## config.mk

```make
export PLATFORM = sky130hd
export DESIGN_NAME = tomcs_trigger_or_mask
export DESIGN_NICKNAME = d
export VERILOG_FILES = /design/src/pkg/tomcs_pkg.sv /design/src/design/tomcs_or_combine.sv /design/src/design/tomcs_trigger_or_mask.sv
export VERILOG_INCLUDE_DIRS = /design/src /design/src/pkg
export SDC_FILE = /design/constraint.sdc
export NUM_CORES = 1
export LEC_CHECK = 0
export BUFFER_PORTS_ARGS = -buffer_cell sky130_fd_sc_hd__buf_2
export CAP_MARGIN = 20
export CORE_MARGIN = 1
export CORE_UTILIZATION = 40
export CTS_CLUSTER_DIAMETER = 80
export DETAILED_ROUTE_END_ITERATION = 8
export PLACE_DENSITY = 0.77
export SLEW_MARGIN = 20
export SYNTH_ARGS = -nofsm -noshare
export SYNTH_HDL_FRONTEND = slang
export SYNTH_SLANG_ARGS = --single-unit
```

## constraint.sdc

```tcl
create_clock -name clock -period 2.3 [get_ports clock]
set_input_delay 0.575 -clock clock [delete_from_list [all_inputs] [get_ports clock]]
set_output_delay 0.575 -clock clock [all_outputs]
set_load 0.01 [all_outputs]
```

## src/pkg/tomcs_defines.svh

```systemverilog
// register map, field positions and reset values of the trigger or-mask stage
// assumes a 16-bit register address and 32-bit register data
`ifndef TOMCS_DEFINES_SVH
`define TOMCS_DEFINES_SVH

`define TOMCS_ADDR_W            16
`define TOMCS_DATA_W            32
`define TOMCS_GEN_W             3
`define TOMCS_CHAN_W            8

`define TOMCS_OFS_GEN_AVAIL     16'h9DD0
`define TOMCS_OFS_GEN_SELECT    16'h9DDA
`define TOMCS_OFS_CHAN_AVAIL    16'h9E02
`define TOMCS_OFS_CHAN_SELECT   16'h9E0C

`define TOMCS_BIT_SW            0
`define TOMCS_BIT_EXT_WINDOW    1
`define TOMCS_BIT_EXT_CMP       2

`define TOMCS_GEN_AVAIL_VAL     3'h7
`define TOMCS_GEN_RESET         3'h1
`define TOMCS_NO_SOURCE_GEN     3'h0
`define TOMCS_NO_SOURCE_CHAN    8'h00
`define TOMCS_CHAN_ALL          8'hFF
`define TOMCS_READ_ZERO         32'h0000_0000

`endif

```

## src/pkg/tomcs_pkg.sv

```systemverilog
// types shared by the trigger or-mask stage
// assumes tomcs_defines.svh is on the include path
package tomcs_pkg;
	typedef enum logic [1:0] {
		ACQ_IDLE,
		ACQ_WAIT,
		ACQ_DONE
	} tomcs_acq_e;
endpackage
```

## src/design/tomcs_or_combine.sv

```systemverilog
// one or-mask slice: enabled sources ored, with an empty-mask flag
// assumes sources are already synchronous to the clock
module tomcs_or_combine
	import tomcs_pkg::*;
#(
	parameter int WIDTH = 8
)
(
	// mask and sources
	input  wire logic [WIDTH-1:0] sourceEnable,
	input  wire logic [WIDTH-1:0] sourceActive,
	// results
	output wire logic             anyHit,
	output wire logic             maskEmpty
);
	assign anyHit    = |(sourceEnable & sourceActive);
	assign maskEmpty = ~(|sourceEnable);
endmodule

```

## src/design/tomcs_trigger_or_mask.sv

```systemverilog
// trigger or-mask stage: general and channel masks, register port and start logic
// assumes a plain strobe register port and synchronous trigger condition inputs
//
// Implementation choice: strobed register access.
`include "tomcs_defines.svh"

module tomcs_trigger_or_mask
	import tomcs_pkg::*;
(
	// clock and reset
	input  wire logic                       clock,
	input  wire logic                       rst_n,
	// variant strap
	input  wire logic                       adcCardStrap,
	// register port
	input  wire logic [`TOMCS_ADDR_W-1:0]   regAddr,
	input  wire logic [`TOMCS_DATA_W-1:0]   regWriteData,
	input  wire logic                       regWrite,
	input  wire logic                       regRead,
	output logic      [`TOMCS_DATA_W-1:0]   regReadData,
	// acquisition control
	input  wire logic                       acqStart,
	input  wire logic                       acqStop,
	// trigger sources
	input  wire logic                       externalWindowInput,
	input  wire logic                       externalComparatorInput,
	input  wire logic [`TOMCS_CHAN_W-1:0]   channelTrigger,
	// results
	output logic                            orMaskOut,
	output logic                            triggerRequest,
	output logic                            acqTriggered
);
	logic [`TOMCS_GEN_W-1:0]   generalOrSelect;
	logic [`TOMCS_CHAN_W-1:0]  channelOrSelect;
	logic                      adcVariant;
	logic                      strapTaken;
	tomcs_acq_e                acqState;
	tomcs_acq_e                next_acqState;

	function automatic logic regHit(input logic [`TOMCS_ADDR_W-1:0] addr,
	                                input logic [`TOMCS_ADDR_W-1:0] ofs);
		regHit = (addr == ofs);
	endfunction

	wire logic                       hitGenAvail  = regHit(regAddr, `TOMCS_OFS_GEN_AVAIL);
	wire logic                       hitGenSel    = regHit(regAddr, `TOMCS_OFS_GEN_SELECT);
	wire logic                       hitChanAvail = regHit(regAddr, `TOMCS_OFS_CHAN_AVAIL);
	wire logic                       hitChanSel   = regHit(regAddr, `TOMCS_OFS_CHAN_SELECT);

	// channel sources only on adc variants
	wire logic [`TOMCS_CHAN_W-1:0]   channelAvail = adcVariant ? `TOMCS_CHAN_ALL : `TOMCS_NO_SOURCE_CHAN;

	wire logic [`TOMCS_GEN_W-1:0]    generalActive;
	assign generalActive[`TOMCS_BIT_SW]         = 1'b1;
	assign generalActive[`TOMCS_BIT_EXT_WINDOW] = externalWindowInput;
	assign generalActive[`TOMCS_BIT_EXT_CMP]    = externalComparatorInput;

	wire logic                       generalHit;
	wire logic                       generalEmpty;
	wire logic                       channelHit;
	wire logic                       channelEmpty;

	// software source is always active, so its bit alone forces a hit
	// either external condition counts when its bit is set
	tomcs_or_combine #(.WIDTH(`TOMCS_GEN_W)) generalSlice (
		.sourceEnable (generalOrSelect),
		.sourceActive (generalActive),
		.anyHit       (generalHit),
		.maskEmpty    (generalEmpty)
	);

	// channel n enabled by bit n
	tomcs_or_combine #(.WIDTH(`TOMCS_CHAN_W)) channelSlice (
		.sourceEnable (channelOrSelect),
		.sourceActive (channelTrigger),
		.anyHit       (channelHit),
		.maskEmpty    (channelEmpty)
	);

	// empty masks pass true so the and stage is not blocked
	wire logic orHit = generalHit | channelHit | (generalEmpty & channelEmpty);

	wire logic [`TOMCS_DATA_W-1:0] readMux =
		hitGenAvail  ? {{(`TOMCS_DATA_W-`TOMCS_GEN_W){1'b0}}, `TOMCS_GEN_AVAIL_VAL} :
		hitGenSel    ? {{(`TOMCS_DATA_W-`TOMCS_GEN_W){1'b0}}, generalOrSelect} :
		hitChanAvail ? {{(`TOMCS_DATA_W-`TOMCS_CHAN_W){1'b0}}, channelAvail} :
		hitChanSel   ? {{(`TOMCS_DATA_W-`TOMCS_CHAN_W){1'b0}}, channelOrSelect} :
		`TOMCS_READ_ZERO;

	// strap caught once after reset release, so a late-settling pin is not missed
	always_ff @(posedge clock)
	begin
		if (!rst_n)
		begin
			adcVariant <= 1'b0;
			strapTaken <= 1'b0;
		end
		else if (!strapTaken)
		begin
			adcVariant <= adcCardStrap;
			strapTaken <= 1'b1;
		end
	end

	always_ff @(posedge clock)
	begin
		if (!rst_n)
			generalOrSelect <= `TOMCS_GEN_RESET;
		else if (regWrite && hitGenSel)
			generalOrSelect <= regWriteData[`TOMCS_GEN_W-1:0];
	end

	// channel mask write, limited to sources that exist
	always_ff @(posedge clock)
	begin
		if (!rst_n)
			channelOrSelect <= `TOMCS_NO_SOURCE_CHAN;
		else if (regWrite && hitChanSel)
			channelOrSelect <= regWriteData[`TOMCS_CHAN_W-1:0] & channelAvail;
		else
			channelOrSelect <= channelOrSelect & channelAvail;
	end

	// read data one cycle after the strobe, zero otherwise
	always_ff @(posedge clock)
	begin
		if (!rst_n)
			regReadData <= `TOMCS_READ_ZERO;
		else if (regRead)
			regReadData <= readMux;
		else
			regReadData <= `TOMCS_READ_ZERO;
	end

	always_comb
	begin
		next_acqState = acqState;
		case (acqState)
			ACQ_IDLE:
				if (acqStart)
					next_acqState = ACQ_WAIT;
			ACQ_WAIT:
				if (acqStop)
					next_acqState = ACQ_IDLE;
				else if (orHit)
					next_acqState = ACQ_DONE;
			ACQ_DONE:
				if (acqStop)
					next_acqState = ACQ_IDLE;
			default:
				next_acqState = ACQ_IDLE;
		endcase
	end

	// first hit after start becomes a one-cycle request
	always_ff @(posedge clock)
	begin
		if (!rst_n)
		begin
			acqState       <= ACQ_IDLE;
			triggerRequest <= 1'b0;
			orMaskOut      <= 1'b0;
		end
		else
		begin
			acqState       <= next_acqState;
			triggerRequest <= (acqState == ACQ_WAIT) && !acqStop && orHit;
			orMaskOut      <= orHit;
		end
	end

	assign acqTriggered = (acqState == ACQ_DONE);

	a_reset_default: assert property (@(posedge clock)
		$rose(rst_n) |-> generalOrSelect == `TOMCS_GEN_RESET)
		else $error("general mask not at software default after reset");

	a_sw_override: assert property (@(posedge clock) disable iff (!rst_n)
		generalOrSelect[`TOMCS_BIT_SW] |=> orMaskOut)
		else $error("software source did not force the or output");

	a_ext_either: assert property (@(posedge clock) disable iff (!rst_n)
		(generalOrSelect[`TOMCS_BIT_EXT_WINDOW] && externalWindowInput) ||
		(generalOrSelect[`TOMCS_BIT_EXT_CMP] && externalComparatorInput) |=> orMaskOut)
		else $error("external condition did not raise the or output");

	a_avail_read: assert property (@(posedge clock) disable iff (!rst_n)
		regRead && hitChanAvail |=> regReadData == {{(`TOMCS_DATA_W-`TOMCS_CHAN_W){1'b0}}, channelAvail})
		else $error("channel availability read back wrong");

	a_chan_write: assert property (@(posedge clock) disable iff (!rst_n)
		regWrite && hitChanSel |=> channelOrSelect == ($past(regWriteData[`TOMCS_CHAN_W-1:0]) & channelAvail))
		else $error("channel mask write not stored");

	a_chan_onehot: assert property (@(posedge clock) disable iff (!rst_n)
		|(channelOrSelect & channelTrigger) |=> orMaskOut)
		else $error("enabled channel trigger not seen");

	a_variant_none: assert property (@(posedge clock) disable iff (!rst_n)
		strapTaken && !adcVariant |=> channelOrSelect == `TOMCS_NO_SOURCE_CHAN)
		else $error("channel mask set on a non-adc variant");

	a_start_fires: assert property (@(posedge clock) disable iff (!rst_n)
		acqState == ACQ_IDLE && acqStart && generalOrSelect[`TOMCS_BIT_SW] && !acqStop ##1
		!acqStop && generalOrSelect[`TOMCS_BIT_SW] |=> triggerRequest && acqTriggered)
		else $error("software trigger did not fire after start");

	a_empty_true: assert property (@(posedge clock) disable iff (!rst_n)
		generalOrSelect == `TOMCS_NO_SOURCE_GEN && channelOrSelect == `TOMCS_NO_SOURCE_CHAN |=> orMaskOut)
		else $error("empty masks did not pass true");

	a_combined_or: assert property (@(posedge clock) disable iff (!rst_n)
		$past(rst_n) && !orMaskOut |-> !$past(generalHit) && !$past(channelHit))
		else $error("or output low although a source hit");
endmodule

```

=== Yosys cells after proc, flatten, opt, wreduce, memory -nomap -nowiden ===
Index checks and enable logic that the tools add are counted.

* Equal/unequal tests: 9
* Mux-type cells: 12
* Bitwise operators: 11
* Reduce and logical (&&, ||, !) cells: 14

{| class="wikitable"
|+ Operator list
! kind !! count
|-
| 16-bit equality test, second input constant || 4
|-
| 8-bit 2-to-1 mux || 4
|-
| 8-bit bitwise AND || 3
|-
| 8-bit OR reduction || 2
|-
| 2-bit 2-to-1 mux || 4
|-
| 3-bit 2-to-1 mux || 2
|-
| 2-bit case mux with 3 select lines || 1
|-
| 3-bit OR reduction || 2
|-
| 5-bit OR reduction || 1
|-
| 1-bit logical AND || 4
|-
| 2-bit != test, second input constant || 2
|-
| 1-bit inverter || 4
|-
| 4-bit OR reduction || 1
|-
| 3-bit bitwise AND || 1
|-
| 3-bit != test, second input constant || 1
|-
| 3-bit AND reduction || 1
|-
| 2-bit by 1-bit equality test with 1-bit output, second input constant || 1
|-
| 2-bit equality test, second input constant || 1
|-
| 2-bit logical NOT || 1
|-
| 1-bit bitwise OR || 2
|-
| 2-bit AND reduction || 1
|-
| 1-bit bitwise AND || 1
|-
| 1-bit logical NOT || 1
|-
| 1-bit 2-to-1 mux || 1
|}

* Register bits: 49
* Input port bits: 65
* Output and inout port bits: 35
* Logic and storage cells: 56

=== Logic depth before layout (Yosys ltp) ===
* Depth in word-level cells: 7
* Gate-level depth with buffers: 5
* Mapped depth without buffers: 4

=== Modules after synthesis ===
From an unflattened synthesis, not the netlist that was laid out.

* Cells, all modules: 161
* Area total of the unflattened synthesis: 1363.8 um^2

{| class="wikitable"
|+ Modules (own cells, without submodules)
! module !! times used !! cells an instance !! area each (um^2) !! sequential area each (um^2)
|-
| tomcs_trigger_or_mask || 1 || 150 || 1290.0 || 500.5
|-
| tomcs_or_combine (channelSlice) || 1 || 8 || 55.1 || 0.0
|-
| tomcs_or_combine (generalSlice) || 1 || 3 || 18.8 || 0.0
|}

=== Worst setup path before layout ===
Ideal clock, no wire load.

* Kind: input -> register
* Start: in regAddr[14]
* End: reg channelOrSelect[0]
* Library setup time: 0.125 ns
* Data arrival time: 2.020 ns
* Data required time: 2.175 ns
* Setup slack: 0.155 ns
* Stages: 5
* Buffers on the path: 1
* Path through: or3b_2 or4_1 buf_2 o31ai_1 a21oi_1

* Word-level cells in the longest chain between the ends: 3

{| class="wikitable"
|+ Ends and longest elaborated chain
! element !! line !! text
|-
| from (decl) || tomcs_trigger_or_mask.sv:16 || <nowiki>input wire logic [`TOMCS_ADDR_W-1:0] regAddr,</nowiki>
|-
| 16-bit equality test || tomcs_trigger_or_mask.sv:42 || <nowiki>regHit = (addr == ofs);</nowiki>
|-
| 1-bit logical AND || tomcs_trigger_or_mask.sv:118 || <nowiki>else if (regWrite && hitChanSel)</nowiki>
|-
| 8-bit 2-to-1 mux || tomcs_trigger_or_mask.sv:118 ||
|-
| to (signal assigned) || tomcs_trigger_or_mask.sv:117 || <nowiki>channelOrSelect <= `TOMCS_NO_SOURCE_CHAN;</nowiki>
|-
| to (signal assigned) || tomcs_trigger_or_mask.sv:119 || <nowiki>channelOrSelect <= regWriteData[`TOMCS_CHAN_W-1:0] & channelAvail;</nowiki>
|-
| to (signal assigned) || tomcs_trigger_or_mask.sv:121 || <nowiki>channelOrSelect <= channelOrSelect & channelAvail;</nowiki>
|-
| to (decl) || tomcs_trigger_or_mask.sv:34 || <nowiki>logic [`TOMCS_CHAN_W-1:0] channelOrSelect;</nowiki>
|}

No other way between the ends.
A chain may end at the register's enable or synchronous reset.

=== Final worst setup path ===
* Start: in regAddr[5]
* End: reg channelOrSelect[4]

Same word-level chain as after synthesis.

==> summary.txt <==
Yosys
  • Compound-cell area share of the yosys netlist: a little under a fifth
  • Post-synthesis adder-cell area fraction: 0%
  • Largest area contributor in the netlist: dfxtp_1
  • Async set or reset register ratio after synthesis: 0%
  • Post-synth cell types: 36
  • Yosys warnings: 0
  • Share of the yosys chip area belonging to registers: between 30% and 40%
  • Post-Synth XOR/XNOR Area: less than 1%
  • Simple-Gate Fraction of Synth Area: a little over a quarter
  • Post-Syn Area: approximately 1400 um2
  • Main combinational cell family by area after synthesis: simple AND/OR/NAND/NOR gates
  • Mean post-synth cell area: ~8.4 um2
  • Synth area leaders: dfxtp_1 (37%), buf_4 (13%), a21oi_1 (5.9%)
  • Number of synthesized register bits: 25
  • Top_reg_cell synth: dfxtp_1
  • Most instantiated library cell after synthesis: dfxtp_1
  • Mapped Cells: 161
  • Mux contribution to synthesized area: 0.736%
  • Synth top area share: a little under two fifths
  • Post-synth EDFFs: 0
  • Post-synth top cells: dfxtp_1 (25), buf_4 (24), a21oi_1 (16)

Detailed routing
  • Via/cell ratio: around 5.2
  • DR WL/cell: between 10 and 15 um
  • Via count: 1,373
  • DRC errors left: 0
  • ANT nets after route: 0
  • Pre-Repair DR Iteration Count: 5
  • Final Routed Wirelength: 3070 um
  • DR iter-0 viols: 70

Floorplan
  • Placeable Area: roughly 3100 um2
  • Initial Utilization: 43.5%
  • Total die area: 3640 um2
  • Io pins: 100
  • Die Width: ~60 um
  • Die Span Y: just over 60 um
  • # rows: 20

CTS
  • Clk slew on worst S/H paths: 0.13 ns
  • TritonCTS Buffers: 3
  • CTS Hold Bufs: 0
  • Clk buf depth: 2
  • CTS tree: yes
  • Clk root buf: clkbuf_4
  • Htree depth: 1
  • Clk_lat worst skew: just over 0.3 ns
  • Post-CTS setup buffer count: 0
  • CTS Sinks: 25
  • Post_cts resized: 0

Setup path
  • Max incr delay on CP: roughly 0.64 ns
  • Crit path max-delay cell type: or4_1
  • Crit-path max FO: 8
  • Critical Path Start Type: input pin
  • Crit. End Element: flop
  • Critical path data arrival time: ~2.2 ns
  • Req. time, crit path: between 2 and 3 ns
  • CP Class: in2reg
  • Worst-path cell chain: buf_2, or4_4, or4_1, o31ai_1, a21oi_1

Outcome
  • Status: complete, no violations

Power
  • Power Density: between 400 and 500 nW/um2
  • Total power: 0.729 mW
  • VDD IR max: 0.187 mV
  • Lkg Pwr: approximately 0.7 nW

STA
  • Final hold vios: 0
  • Actual slew at the worst max-slew pin: 0.531 ns
  • RSZ-0062 raised after global routing: false
  • Final min period: 2.00 ns
  • Tcrit/Tclk final: slightly below 90%
  • Final WS setup: roughly 0.3 ns
  • Final setup fails: 0
  • Max-slew headroom: roughly 64%
  • Peak Freq: roughly 0.5 GHz
  • Max Slew Vio Count: 0
  • Final Skew: 0.00976 ns

Layout
  • Share of cells above drive strength 1: a little under a third
  • P&R area growth vs syn: 21.9%
  • # nets final: 287
  • Antenna Cells: 0
  • Final cell count without fillers: 265
  • Fin util: 53.0%

Placement
  • HPWL after detailed placement: about 2500 um
  • Port bufs: between 50 and 60
  • Routability cong.: 0.831
  • Placed Cells: roughly 260
  • Pre-CTS setup slack: -0.0333 ns

Global routing
  • First-pass GRT wire length: about 4800 um
  • GRT overflow: 0
  • Largest net degree at the start of global routing: 14
  • Gr usage total: 17.7%
  • Initial antenna violation count: 0
  • Vias in the first global route: about 1,100

Hold path
  • Type of the tightest min-delay check: in2reg

Job
  • Number of max-cap violations: 0
-- layout make-up --
cell class	count	area (um2)
fill	318	1470
sequential	25	500
tap	44	55.1
clock buffer	4	26.3
inverter	5	18.8
timing repair buffer	60	323
multi-input combinational	127	734
-- path summary, 6_finish.rpt --
| path | start | endpoint | slack (ns) | depth (start not counted) |
|---|---|---|---|---|
| max | regAddr[5] | channelOrSelect[4]$_SDFF_PN0_ | 0.30 | 5 |
| min | rst_n | strapTaken$_DFF_P_ | 0.44 | 1 |
| max reg2reg | channelOrSelect[0]$_SDFF_PN0_ | acqState[0]$_SDFFE_PN0P_ | 0.90 | 4 |
| min reg2reg | channelOrSelect[6]$_SDFF_PN0_ | channelOrSelect[6]$_SDFF_PN0_ | 0.51 | 2 |
-- registers in the layout, indices dropped and copies added (netlist names) --
| name | cells |
|---|---|
| regReadData | 8 |
| strapTaken | 1 |
| acqState | 2 |
| channelOrSelect | 8 |
| generalOrSelect | 3 |
| adcVariant | 1 |
| triggerRequest | 1 |
| orMaskOut | 1 |
-- layer usage --
| metal | track usage, % | part of all wire, % | vias to the layer above |
|---|---|---|---|
| li1 | - | - | 685 |
| met1 | 23.1 | 45 | 608 |
| met2 | 28.3 | 45 | 74 |
| met3 | 2.60 | 8.3 | 6 |
| met4 | 8.97 | 2.0 | 0 |
| met5 | 0 | 0 | - |
-- cell families (layout without fill, tap and decap cells) --
kind of cell	Yosys count	after routing
AND/OR/NAND/NOR	62	62
AO/OA/AOI/OAI	39	39
buffers and inverters	32	69
flip-flops	25	25
other	1	24
XOR/XNOR	1	1
multiplexers	1	1
-- cell usage in the layout (no fill, tap or decap), types with 6 or more instances in the layout --
| cell type | synthesis | final |
|---|---|---|
| a21oi_1 | 16 | 16 |
| buf_2 | 1 | 51 |
| buf_4 | 24 | 9 |
| conb_1 | 1 | 24 |
| dfxtp_1 | 25 | 25 |
| nand2_1 | 6 | 6 |
| nand3_1 | 13 | 13 |
| nand4_1 | 10 | 10 |
| nor2_1 | 7 | 7 |
| o31ai_1 | 10 | 10 |
-- worst max-delay path: cells and delay by family --
| kind | cells | cell delay [ns] |
|---|---|---|
| AOI/OAI and AO/OA | 2 | 0.35 |
| and+or+nand+nor | 2 | 1.16 |
| buffers and inverters | 1 | 0.10 |
-- stage by stage --
step / hold slack, ns / TNS, ns / area, um2
after global routing: 0.425 / 0 / 1660
after floorplan: 0.467 / 0 / 1450
after CTS: 0.440 / 0 / 1660
after detailed placement: 0.495 / -0.149 / 1630
after global placement: 0.483 / -0.0971 / 1630
final: 0.443 / 0 / 1660
-- power breakdown --
group | total, mW | switching [mW] | internal, mW
registers | 0.441 | 0.00305 | 0.438
logic | 0.101 | 0.0618 | 0.0394
clock network | 0.186 | 0.119 | 0.0677
total | 0.729 | 0.183 | 0.545
Note: power is estimated with default switching activity, not from simulation.
